### config.mk
export PLATFORM = sky130hd
export DESIGN_NAME = fsl_lock
export DESIGN_NICKNAME = d
export VERILOG_FILES = /design/src/fsl_pkg.sv /design/src/fsl_lock.sv
export SDC_FILE = /design/constraint.sdc
export NUM_CORES = 1
export LEC_CHECK = 0
export ABC_AREA = 1
export BUFFER_PORTS_ARGS = -buffer_cell sky130_fd_sc_hd__buf_4
export CAP_MARGIN = 20
export CORE_UTILIZATION = 48
export DETAILED_ROUTE_END_ITERATION = 7
export GPL_TIMING_DRIVEN = 1
export PLACE_DENSITY = 0.83
export SETUP_SLACK_MARGIN = 0.3
export SYNTH_ARGS = -nofsm -noshare
export SYNTH_HDL_FRONTEND = slang
export SYNTH_SLANG_ARGS = --single-unit
### constraint.sdc
create_clock -name clock_i -period 5.2 [get_ports clock_i]
set_input_delay 0.78 -clock clock_i [delete_from_list [all_inputs] [get_ports clock_i]]
set_output_delay 0.78 -clock clock_i [all_outputs]
set_load 0.02 [all_outputs]
### src/fsl_pkg.sv
// Package for the flash security lock: constants, enumerations and carrier structs
package fsl_pkg;

	localparam logic [31:0] SEC_CODE_ADDR   = 32'h0010_0000; // Security code halfword address
	localparam logic [15:0] SEC_CODE_ARMED  = 16'h0001;      // Code value that arms the lock
	localparam logic [31:0] READ_INVALID    = 32'hffff_ffff; // Pattern returned for refused reads
	localparam logic [1:0]  MODE_USER       = 2'h0;          // Mode pins for user boot
	localparam logic [1:0]  MODE_SERIAL     = 2'h1;          // Mode pins for serial-writer boot
	localparam int          PIN_LOW_BIT     = 0;             // Position of the low mode pin
	localparam int          PIN_HIGH_BIT    = 1;             // Position of the high mode pin
	localparam int          SETTLE_CYCLES   = 4;             // Cycles for pin synchronisers to settle
	localparam logic [2:0]  SETTLE_LAST     = 3'(SETTLE_CYCLES - 1); // Final settle count
	localparam logic [15:0] BAUD_4M         = 16'd9600;      // Rate with 4 MHz source
	localparam logic [15:0] BAUD_8M         = 16'd19200;     // Rate with 8 MHz source
	localparam logic [15:0] BAUD_16M        = 16'd38400;     // Rate with 16 MHz source
	localparam logic [15:0] BAUD_20M        = 16'd48000;     // Rate with 20 MHz source
	localparam logic [15:0] BAUD_RC         = 16'd9600;      // Rate when running from internal RC

	// Flash command kinds seen by the gate
	typedef enum logic [2:0] {
		FSL_CMD_READ       = 3'h0,
		FSL_CMD_CHIP_ERASE = 3'h1,
		FSL_CMD_CODE_ERASE = 3'h2,
		FSL_CMD_TRIM_ERASE = 3'h3,
		FSL_CMD_OTHER      = 3'h4
	} fsl_cmd_kind_t;

	// Source oscillator choice
	typedef enum logic [2:0] {
		FSL_OSC_4M  = 3'h0,
		FSL_OSC_8M  = 3'h1,
		FSL_OSC_16M = 3'h2,
		FSL_OSC_20M = 3'h3,
		FSL_OSC_RC  = 3'h4
	} fsl_osc_t;

	// Boot sequence states
	typedef enum logic [1:0] {
		FSL_ST_SETTLE = 2'h0,
		FSL_ST_FETCH  = 2'h1,
		FSL_ST_RUN    = 2'h2
	} fsl_state_t;

	// Command request from the programmer or debug side
	typedef struct packed {
		logic          valid;    // One-cycle request strobe
		fsl_cmd_kind_t kind;     // Command kind
		logic          from_dbg; // Issued through the debug test port
	} fsl_cmd_t;

	// Erase strobes towards the flash array
	typedef struct packed {
		logic chip; // Whole-array erase
		logic code; // Security code area erase
		logic trim; // Oscillator trimming area erase
	} fsl_erase_t;

	// Latched boot status
	typedef struct packed {
		logic locked;        // Lock armed for this reset period
		logic serial_writer; // Booted into serial-writer mode
		logic async_link;    // Asynchronous link selected
		logic use_rc;        // Running from internal RC oscillator
	} fsl_status_t;

endpackage

### src/fsl_lock.sv
// Flash security lock: boot-time code fetch, command/read/debug gating, serial-boot setup
// Notes on behaviour
// - Halfword 0x0001 at code address arms lock
// - New code acts only after next reset
// - Chip erase, or in user mode a code or trim erase, plus reset unlocks
// - User mode locked: reads valid, all commands allowed except those from the debug port
// - Serial mode locked: only chip erase, reads invalid
// - Locked: debug port blocked in every mode
// - Debug port can never clear the lock
// - Code and trimming data always erased together
// - Mode pins 01 at reset enter serial-writer
// - Baud rate follows source oscillator frequency
// - Serial programming works on internal oscillator
module fsl_lock (
	input  wire logic                clock_i,        // 20 MHz system clock
	input  wire logic                rst_i,          // Asynchronous reset, active high
	input  wire logic [1:0]          boot_mode_pins_i, // Boot mode pins
	input  wire logic                serial_rx_select_pin_i, // Serial input pin level
	input  wire logic                main_clk_present_i, // Main oscillator running
	input  wire fsl_pkg::fsl_osc_t   osc_sel_i,      // Source oscillator frequency
	output logic                     fetch_req_o,    // Read request for the security code
	output logic [31:0]              fetch_addr_o,   // Address of that read
	input  wire logic                fetch_ack_i,    // Fetch data valid
	input  wire logic [15:0]         fetch_data_i,   // Fetched halfword
	input  wire fsl_pkg::fsl_cmd_t   cmd_i,          // Command request
	output logic                     cmd_accept_o,   // Command accepted pulse
	output logic                     cmd_reject_o,   // Command rejected pulse
	output fsl_pkg::fsl_erase_t      erase_o,        // Erase strobes to the array
	input  wire logic                rd_valid_i,     // Flash read data valid
	input  wire logic [31:0]         rd_data_i,      // Flash read data
	output logic                     rd_valid_o,     // Gated read data valid
	output logic [31:0]              rd_data_o,      // Gated read data
	output logic                     dbg_enable_o,   // Debug port may reach internals
	output fsl_pkg::fsl_status_t     status_o,       // Latched boot status
	output logic [15:0]              baud_bps_o      // Serial link baud rate
);
	import fsl_pkg::*;

	// Three-stage pin synchronisers; s1 feeds only s2
	logic [1:0]  mode_s1_reg;   // First stage, mode pins
	logic [1:0]  mode_s2_reg;   // Second stage
	logic [1:0]  mode_s3_reg;   // Third stage
	logic [1:0]  mode_reg;      // Accepted mode pin level
	// Second group: rx select and main clock present
	logic [1:0]  misc_s1_reg;   // First stage, rx select and clock present
	logic [1:0]  misc_s2_reg;   // Second stage
	logic [1:0]  misc_s3_reg;   // Third stage
	logic [1:0]  misc_reg;      // Accepted level, bit1 rx select, bit0 clock present

	// Boot sequencing and the per-reset lock flag
	fsl_state_t  state_reg;     // Boot sequence state
	fsl_state_t  state_next;    // Next boot state
	logic [2:0]  settle_reg;    // Settle counter
	logic        locked_reg;    // Lock flag for this reset period

	// Baud rate for a given oscillator
	function automatic logic [15:0] baud_of(input fsl_osc_t osc);
		unique case (osc)
			FSL_OSC_4M:  baud_of = BAUD_4M;
			FSL_OSC_8M:  baud_of = BAUD_8M;
			FSL_OSC_16M: baud_of = BAUD_16M;
			FSL_OSC_20M: baud_of = BAUD_20M;
			FSL_OSC_RC:  baud_of = BAUD_RC;
			// Unknown codes fall back to the internal oscillator rate
			default:     baud_of = BAUD_RC;
		endcase
	endfunction

	// Decide whether a command passes the lock
	function automatic logic cmd_allowed(input fsl_cmd_t c, input logic lk, input logic ser);
		// Debug side never acts on a locked part
		if (lk && c.from_dbg) begin
			cmd_allowed = 1'b0;
		end else if (lk && ser) begin
			// Serial boot lets only the unlocking erase through
			cmd_allowed = (c.kind == FSL_CMD_CHIP_ERASE);
		end else begin
			// User boot or unlocked part: everything passes
			cmd_allowed = 1'b1;
		end
	endfunction

	// True when a fetched halfword arms the lock
	function automatic logic code_arms(input logic [15:0] h);
		code_arms = (h == SEC_CODE_ARMED);
	endfunction

	// True on the edge that takes the security code answer
	function automatic logic fetch_taken(input fsl_state_t st, input logic ack);
		fetch_taken = (st == FSL_ST_FETCH) && ack;
	endfunction

	// True when read data must be replaced by the refusal pattern
	function automatic logic read_refused(input fsl_state_t st, input logic lk,
		input logic ser);
		read_refused = (st != FSL_ST_RUN) || (lk && ser);
	endfunction

	// Mode pin synchroniser; level counts once stages two and three agree
	always_ff @(posedge clock_i or posedge rst_i) begin
		if (rst_i) begin
			// All stages empty during reset
			mode_s1_reg <= 2'h0;
			mode_s2_reg <= 2'h0;
			mode_s3_reg <= 2'h0;
			mode_reg    <= 2'h0;
		end else begin
			// Shift the raw pin level through three stages
			mode_s1_reg <= boot_mode_pins_i;
			mode_s2_reg <= mode_s1_reg;
			mode_s3_reg <= mode_s2_reg;
			// A level that changed in flight is ignored until it settles
			if (mode_s2_reg == mode_s3_reg) begin
				mode_reg <= mode_s3_reg;
			end
		end
	end

	// Synchroniser for the rx select pin and the clock-present level
	always_ff @(posedge clock_i or posedge rst_i) begin
		if (rst_i) begin
			// All stages empty during reset
			misc_s1_reg <= 2'h0;
			misc_s2_reg <= 2'h0;
			misc_s3_reg <= 2'h0;
			misc_reg    <= 2'h0;
		end else begin
			// Shift both raw levels through three stages
			misc_s1_reg <= {serial_rx_select_pin_i, main_clk_present_i};
			misc_s2_reg <= misc_s1_reg;
			misc_s3_reg <= misc_s2_reg;
			// A level that changed in flight is ignored until it settles
			if (misc_s2_reg == misc_s3_reg) begin
				misc_reg <= misc_s3_reg;
			end
		end
	end

	// Boot state transitions
	always_comb begin
		// Hold the state unless a branch moves it
		state_next = state_reg;
		unique case (state_reg)
			// Let the pin synchronisers fill before the fetch
			FSL_ST_SETTLE: begin
				if (settle_reg == SETTLE_LAST) begin
					state_next = FSL_ST_FETCH;
				end
			end
			// Wait for the flash to answer the code read
			FSL_ST_FETCH: begin
				if (fetch_ack_i) begin
					state_next = FSL_ST_RUN;
				end
			end
			// Normal operation with the lock state known
			FSL_ST_RUN: begin
				state_next = FSL_ST_RUN; // Left only by reset
			end
			// Unused code falls back to the start
			default: begin
				state_next = FSL_ST_SETTLE;
			end
		endcase
	end

	// Boot state register and settle counter
	always_ff @(posedge clock_i or posedge rst_i) begin
		if (rst_i) begin
			// Every reset restarts the boot sequence
			state_reg  <= FSL_ST_SETTLE;
			settle_reg <= 3'h0;
		end else begin
			state_reg <= state_next;
			// Count only while settling; the count is dead after that
			if (state_reg == FSL_ST_SETTLE) begin
				settle_reg <= settle_reg + 3'h1;
			end
		end
	end

	// Security code fetch request, held until acknowledged
	always_ff @(posedge clock_i or posedge rst_i) begin
		if (rst_i) begin
			// No request and a zero address while reset stands
			fetch_req_o  <= 1'b0;
			fetch_addr_o <= 32'h0;
		end else begin
			// Request stands from settle end until the answer edge
			fetch_req_o  <= (state_next == FSL_ST_FETCH);
			fetch_addr_o <= SEC_CODE_ADDR;
		end
	end

	// Lock flag: loaded once per reset, erases never touch it
	always_ff @(posedge clock_i or posedge rst_i) begin
		if (rst_i) begin
			locked_reg <= 1'b0;
		end else if (fetch_taken(state_reg, fetch_ack_i)) begin
			// Sampled once per reset, so a code written later waits for the next one
			locked_reg <= code_arms(fetch_data_i);
		end
		// No other path clears the flag before reset
	end

	// Boot status latched with the code fetch
	always_ff @(posedge clock_i or posedge rst_i) begin
		if (rst_i) begin
			// Status empty until the code is read; the link starts at the slow rate
			status_o   <= '0;
			baud_bps_o <= BAUD_RC;
		end else if (fetch_taken(state_reg, fetch_ack_i)) begin
			// Same sample as the lock flag, so the two never differ
			status_o.locked        <= code_arms(fetch_data_i);
			// Pin levels were settled in the synchronisers by now
			status_o.serial_writer <= (mode_reg == MODE_SERIAL);
			status_o.async_link    <= misc_reg[1];
			status_o.use_rc        <= ~misc_reg[0] || (osc_sel_i == FSL_OSC_RC);
			// Without a main clock the link runs from the internal oscillator
			if (~misc_reg[0]) begin
				baud_bps_o <= BAUD_RC;
			end else begin
				baud_bps_o <= baud_of(osc_sel_i);
			end
		end
	end

	// Command gate; nothing passes before the lock state is known
	always_ff @(posedge clock_i or posedge rst_i) begin
		if (rst_i) begin
			// No answer leaves during reset
			cmd_accept_o <= 1'b0;
			cmd_reject_o <= 1'b0;
		end else begin
			// Pulses drop back unless set below
			cmd_accept_o <= 1'b0;
			cmd_reject_o <= 1'b0;
			// Answer every strobe exactly once, one cycle later
			if (cmd_i.valid) begin
				// Refuse until the lock state is known
				if (state_reg == FSL_ST_RUN &&
				    cmd_allowed(cmd_i, locked_reg, status_o.serial_writer)) begin
					cmd_accept_o <= 1'b1;
				end else begin
					// Refusal shows only here, never as an erase
					cmd_reject_o <= 1'b1;
				end
			end
		end
	end

	// Erase strobes; code and trimming areas always go together
	always_ff @(posedge clock_i or posedge rst_i) begin
		if (rst_i) begin
			erase_o <= '0;
		end else begin
			// Strobes last a single cycle
			erase_o <= '0;
			// Only an accepted command may strobe the array
			if (cmd_i.valid && state_reg == FSL_ST_RUN &&
			    cmd_allowed(cmd_i, locked_reg, status_o.serial_writer)) begin
				// Chip erase blanks the array, code and trimming data together
				if (cmd_i.kind == FSL_CMD_CHIP_ERASE) begin
					erase_o.chip <= 1'b1;
					erase_o.code <= 1'b1;
					erase_o.trim <= 1'b1;
				end else if (cmd_i.kind == FSL_CMD_CODE_ERASE ||
				             cmd_i.kind == FSL_CMD_TRIM_ERASE) begin
					// Either small erase takes its partner area too
					erase_o.code <= 1'b1;
					erase_o.trim <= 1'b1;
				end
			end
		end
	end

	// Read data gate
	always_ff @(posedge clock_i or posedge rst_i) begin
		if (rst_i) begin
			rd_valid_o <= 1'b0;
			rd_data_o  <= 32'h0;
		end else begin
			// Valid follows the array one cycle later in every mode
			rd_valid_o <= rd_valid_i;
			// Refused reads still complete, carrying the blank pattern
			if (read_refused(state_reg, locked_reg, status_o.serial_writer)) begin
				rd_data_o <= READ_INVALID;
			end else begin
				// Open path: the array word passes untouched
				rd_data_o <= rd_data_i;
			end
		end
	end

	// Debug port enable, closed while locked or before the lock is known
	always_ff @(posedge clock_i or posedge rst_i) begin
		if (rst_i) begin
			dbg_enable_o <= 1'b0;
		end else begin
			// On the answer edge the fetched code decides, later the held flag
			// Nothing in this block can reopen the port while locked
			dbg_enable_o <= (state_next == FSL_ST_RUN) && !(state_reg == FSL_ST_FETCH
				? code_arms(fetch_data_i) : locked_reg);
		end
	end

endmodule

# After elaboration in Yosys (flattened, before gate mapping)
# Cells that the tools add are included.
word_totals:
  regBits: 82
  in_bits: 64
  out_inout_bits: 92
  wordCells: 74
op_classes:
  add_sub_neg: 1
  n_eq_ne: 17
  n_mux: 18
  bitwise: 1
  n_reduce_logical: 12
op_table:
  columns: ["cell", "n"]
  rows:
  - ["16-bit case mux with 3 select lines", 1]
  - ["32-bit two-way mux", 1]
  - ["16-bit by 1-bit equality test with 1-bit output (second input constant)", 1]
  - ["16-bit two-way mux", 1]
  - ["3-bit by 2-bit equality test with 1-bit output (second input constant)", 5]
  - ["1-bit two-way mux", 9]
  - ["2-bit two-way mux", 4]
  - ["1-bit logical AND", 7]
  - ["2-bit by 1-bit equality test with 1-bit output (second input constant)", 3]
  - ["3-bit by 1-bit equality test with 1-bit output (second input constant)", 2]
  - ["2-bit case mux with 3 select lines", 1]
  - ["2-bit equality test", 2]
  - ["2-bit equality test (second input constant)", 2]
  - ["3-bit by 1-bit adder with 3-bit output (second input constant)", 1]
  - ["3-bit equality test (second input constant)", 1]
  - ["1-bit logical OR", 3]
  - ["3-bit two-way mux", 1]
  - ["2-bit logical NOT", 1]
  - ["2-bit inequality test (second input constant)", 1]
  - ["1-bit logical NOT", 1]
  - ["1-bit NOT", 1]

# Depth between registers and ports, before layout
logic_depth:
  word_depth: 7
  ltp_mapped: 7
  depth_no_buf: 7

# Worst setup path before layout
# No wires, ideal clock.
synth_timing:
  path_type: "reg2out"
  startpoint: "reg baud_bps_o[13]"
  endpoint: "out baud_bps_o[13]"
  arrival_time_ns: 0.731
  t_required_ns: 4.420
  slack_ns: 3.689
  path_stages_with_launch: 2
  n_path_buf: 1
  path_cell_list: "dfstp_2 > buf_4"
synth_lines:
  columns: ["element", "line_no", "text"]
  rows:
  - ["start, declared", "fsl_lock.sv:35", "output logic [15:0] baud_bps_o"]
  - ["start signal, assigned", "fsl_lock.sv:223", "baud_bps_o <= baud_of(osc_sel_i);"]
# No word-level cell between the ends.

# Final worst setup path
layout_timing:
  startpoint: "reg baud_bps_o[13]"
  endpoint: "out baud_bps_o[13]"
# No word-level cell between the ends.

==> results.txt <==
In this run the worst path has a maximum fanout of 3. The post-synthesis compound-gate area fraction is 0.0367. The achievable frequency came out at 557 MHz. The worst setup slack after layout is 3.41 ns. STA classifies the critical path startpoint as a flop. The aggregate global routing overflow came out at 0. CTS saw 72 sinks. The number of levels the H-tree was split into came out at 3. For the pin with the worst max-slew slack, the measured transition is 0.850 ns. The share of the yosys chip area belonging to registers is 0.608.

The number of filler cells placed in the layout came out at 478. The Yosys step of the flow raised 0 warnings. The average wire length per cell after detail routing is 10.3 um. The placed wire-length estimate after detailed placement came out at 3.91 mm. The mean post-synth cell area came out at 9.86 sq um. The share of final-layout standard cells stronger than drive strength 1 is 0.340. The tree is rooted in a clkbuf_8. The dominant combinational cell family by area after synthesis is buffers and inverters.

The count of nets left with antenna violations once routing finished came out at 0. The initial cell density of the core is 0.498. The worst pin sits at a relative slew slack of 0.433.

The maximum buffer depth of the clock tree is 2. The path class of the tightest hold or removal check is flop to flop. The worst hold path was traced through 0 stages. The number of buffers and inverters on the critical path is 1. The number of violations of the max-capacitance limit came out at 0. Setup violations remaining at the end of the flow were counted as 0. The final critical delay including setup and external delays came out at 1.79 ns. The setup fix buffers added after clock tree synthesis is 0.

The vias per cell is 4.22. The flow ran to the end, and the final reports show no timing, DRC or antenna violations. Measured in cells, the most critical reg-to-reg path has a length of 4. The footprint of the flip-flops and latches came out at 1810 sq um.

The number of top-level pins is 156. The post-synthesis mux area share is 0.00379. The global-route wire length before repair is 7.87 mm. The number of DRC markers in iteration 0 is 82. The critical path in this run is classified as flop to output pin. Clock skew on the completed layout was measured at 0.0118 ns. In this run the tool buffered the top-level ports with 117 buffer cells. The pin count of the biggest net entering global routing came out at 73.

The number of CTS-inserted buffers is 9. The initial antenna violation count is 0. VDD sags by at most 306 uV. The simple-gate area share of the yosys netlist is 0.143. The biggest cell delay along the critical path is 0.55 ns. The number of DRC violations after detailed routing came out at 0. Summing all multi-input logic gate instances after layout gives 742 sq um. The worst path arrival time came out at 1.01 ns.

The synthesized netlist cell count came out at 301. The overall die area came out at 6500 sq um. In this run, synthesis produced a sequential element count of 72. The number of slew-limit violations in the final report is 0. The total number of nets in the final design is 487. The combined area of all synthesized cells is 2970 sq um.

The placement-stage cell area is 3730 sq um. The area growth from synthesis to final layout is 31.5%. The cell type of the slowest stage on the worst timing path is dfstp_2.

The setup slack at placement came out at 3.52 ns. The cts-stage hold buffer count is 0. Before antenna repair, the detailed router went through 4 iterations. The worst path required time came out at 4.42 ns. Clock-pin slew was measured on the worst setup and hold paths at 0.07 ns. The diode insertion count for antenna repair came out at 0. Once the clock tree was built, the resizer swapped 0 gates to a different size.

The floorplan core area came out at 5960 sq um. The via count is 2116. Yosys mapped the design onto 27 distinct sky130hd cell types. The type of element capturing the critical path is an output pin. The area share of xor/xnor cells in the synthesized design came out at 0.00885. The post-detailed-routing wire length came out at 5.18 mm.

The die span in y is 80.6 um. The later pin in the worst-skew pair is clocked with a latency of 0.33 ns. The flip-flop count of the largest register, all copies and words added is 32. The setup total negative slack came out at 0 ns. The share of the cycle needed by the critical path after routing is 0.345. TritonCTS built the clock tree. The power density over cell area came out at 442 nW/um^2. Among cell families on the critical path, the largest total delay comes from flip-flops.

Setup repair after global routing left no endpoint under its margin. The global routing usage summed across all routing layers came out at 0.161. The critical path goes through buf_4. The leakage power figure came out at 2.11 nW. The die boundary width came out at 80.6 um. The register with the most flip-flops in the final layout is rd_data_o. The floorplan has 28 rows. The via count of the first global-routing pass is 1866.

The final RePlAce weighted congestion came out at 0.770. Of the total synthesized cell area, the portion taken by full adders, half adders and majority gates is 0.00843. The final instance area came out at 3900 sq um. The cell count along the critical path is 1. The final hold violation count is 0.

The largest registers in the layout are rd_data_o: 32 flops, baud_bps_o: 7 flops, status_o: 4 flops.
## cells in the mapped netlist
| cell | count | area [sq um] |
|---|---|---|
| xnor2_1 | 2 | 17.5 |
| nor2_2 | 1 | 6.26 |
| a21oi_1 | 2 | 10.0 |
| buf_6 | 4 | 45.0 |
| a31oi_1 | 1 | 6.26 |
| ha_1 | 2 | 25.0 |
| nor2_1 | 22 | 82.6 |
| conb_1 | 2 | 7.51 |
| a21oi_2 | 1 | 8.76 |
| dfrtp_1 | 69 | 1730 |
| xor2_1 | 1 | 8.76 |
| mux2_2 | 1 | 11.3 |
| o21ai_0 | 10 | 50.1 |
| o21ai_2 | 1 | 8.76 |
| o21bai_1 | 1 | 7.51 |
| nand3b_1 | 1 | 7.51 |
| inv_1 | 52 | 195 |
| nor2_4 | 2 | 22.5 |
| nand2_1 | 71 | 267 |
| nor3_1 | 1 | 5.00 |
| nand4_1 | 1 | 6.26 |
| inv_2 | 1 | 3.75 |
| nand2_2 | 2 | 12.5 |
| buf_4 | 42 | 315 |
| a2bb2oi_1 | 2 | 17.5 |
| dfstp_2 | 3 | 78.8 |
| nand3_1 | 3 | 15.0 |
## per-stage QoR
| step | instances | total power [mW] | util | hold WS, ns |
|---|---|---|---|---|
| 3_5_place_dp | 485 | 1.36 | 0.626 | 0.335 |
| 6_report | 501 | 1.73 | 0.655 | 0.348 |
| 4_1_cts | 501 | 1.75 | 0.655 | 0.350 |
| 2_1_floorplan | 338 | 1.15 | - | 0.331 |
| 5_1_grt | 501 | 1.83 | 0.655 | 0.358 |
| 3_3_place_gp | 485 | 1.34 | 0.626 | 0.333 |
## cell families (layout without fill, tap and decap cells)
group | after synthesis | in the layout
and+or+nand+nor | 104 | 104
buffers and inverters | 99 | 187
DFF | 72 | 72
AOI/OAI and AO/OA | 18 | 18
xor gates and xnor gates | 3 | 3
adders and majority gates | 2 | 2
other | 2 | 39
muxes | 1 | 1
## final timing paths
check	slack (ns)	endpoint	from
setup reg to reg	3.75	rd_data_o[28]	state_reg[0]
setup / recovery	3.41	baud_bps_o[13]	baud_bps_o[13]
max in group asynchronous	3.94	fetch_req_o	rst_i
min in group asynchronous	0.72	rd_data_o[1]	rst_i
hold reg to reg	0.35	mode_s2_reg[1]	mode_s1_reg[1]
hold / removal	0.35	mode_s2_reg[1]	mode_s1_reg[1]
## area by class of cell
class	instances	area share
flip-flops and latches	72	0.463
well taps	75	0.0240
clock buffers	13	0.0407
clock inverters	3	0.00449
inverters	53	0.0510
multi-input cells	167	0.190
repair buffers	118	0.227
## layout by cell type (no fill, tap or decap)
cell type and count:
xnor2_1 2, dfrtp_1 69, clkbuf_1 2, nor2_2 1
o21ai_0 10, o21bai_1 1, nand2_2 2, clkinv_2 2
dfstp_2 3, a21oi_1 2, inv_2 2, buf_4 118
inv_1 51, a2bb2oi_1 2, ha_1 2, a31oi_1 1
clkbuf_8 11, nand2_1 71, nor3_1 1, xor2_1 1
nor2_4 2, conb_1 39, o21ai_2 1, a21oi_2 1
nand4_1 1, nor2_1 22, nand3b_1 1, nand3_1 3
clkinvlp_4 1, mux2_2 1
## where the power goes
| group | internal, mW | switching [mW] |
|---|---|---|
| Clock | 0.198 | 0.189 |
| Sequential | 0.698 | 0.0570 |
| Combinational | 0.235 | 0.349 |
| Total | 1.13 | 0.595 |
## per-layer routing
metal	track usage	routed length (um)	vias up	share of wire
met2	0.276	2720	92	0.53
li1	-	-	1046	-
met5	0	0	-	0
met1	0.180	1920	969	0.37
met3	0.0466	438	9	0.085
met4	0.0804	93	0	0.018
Note: power is estimated with default switching activity, not from simulation.
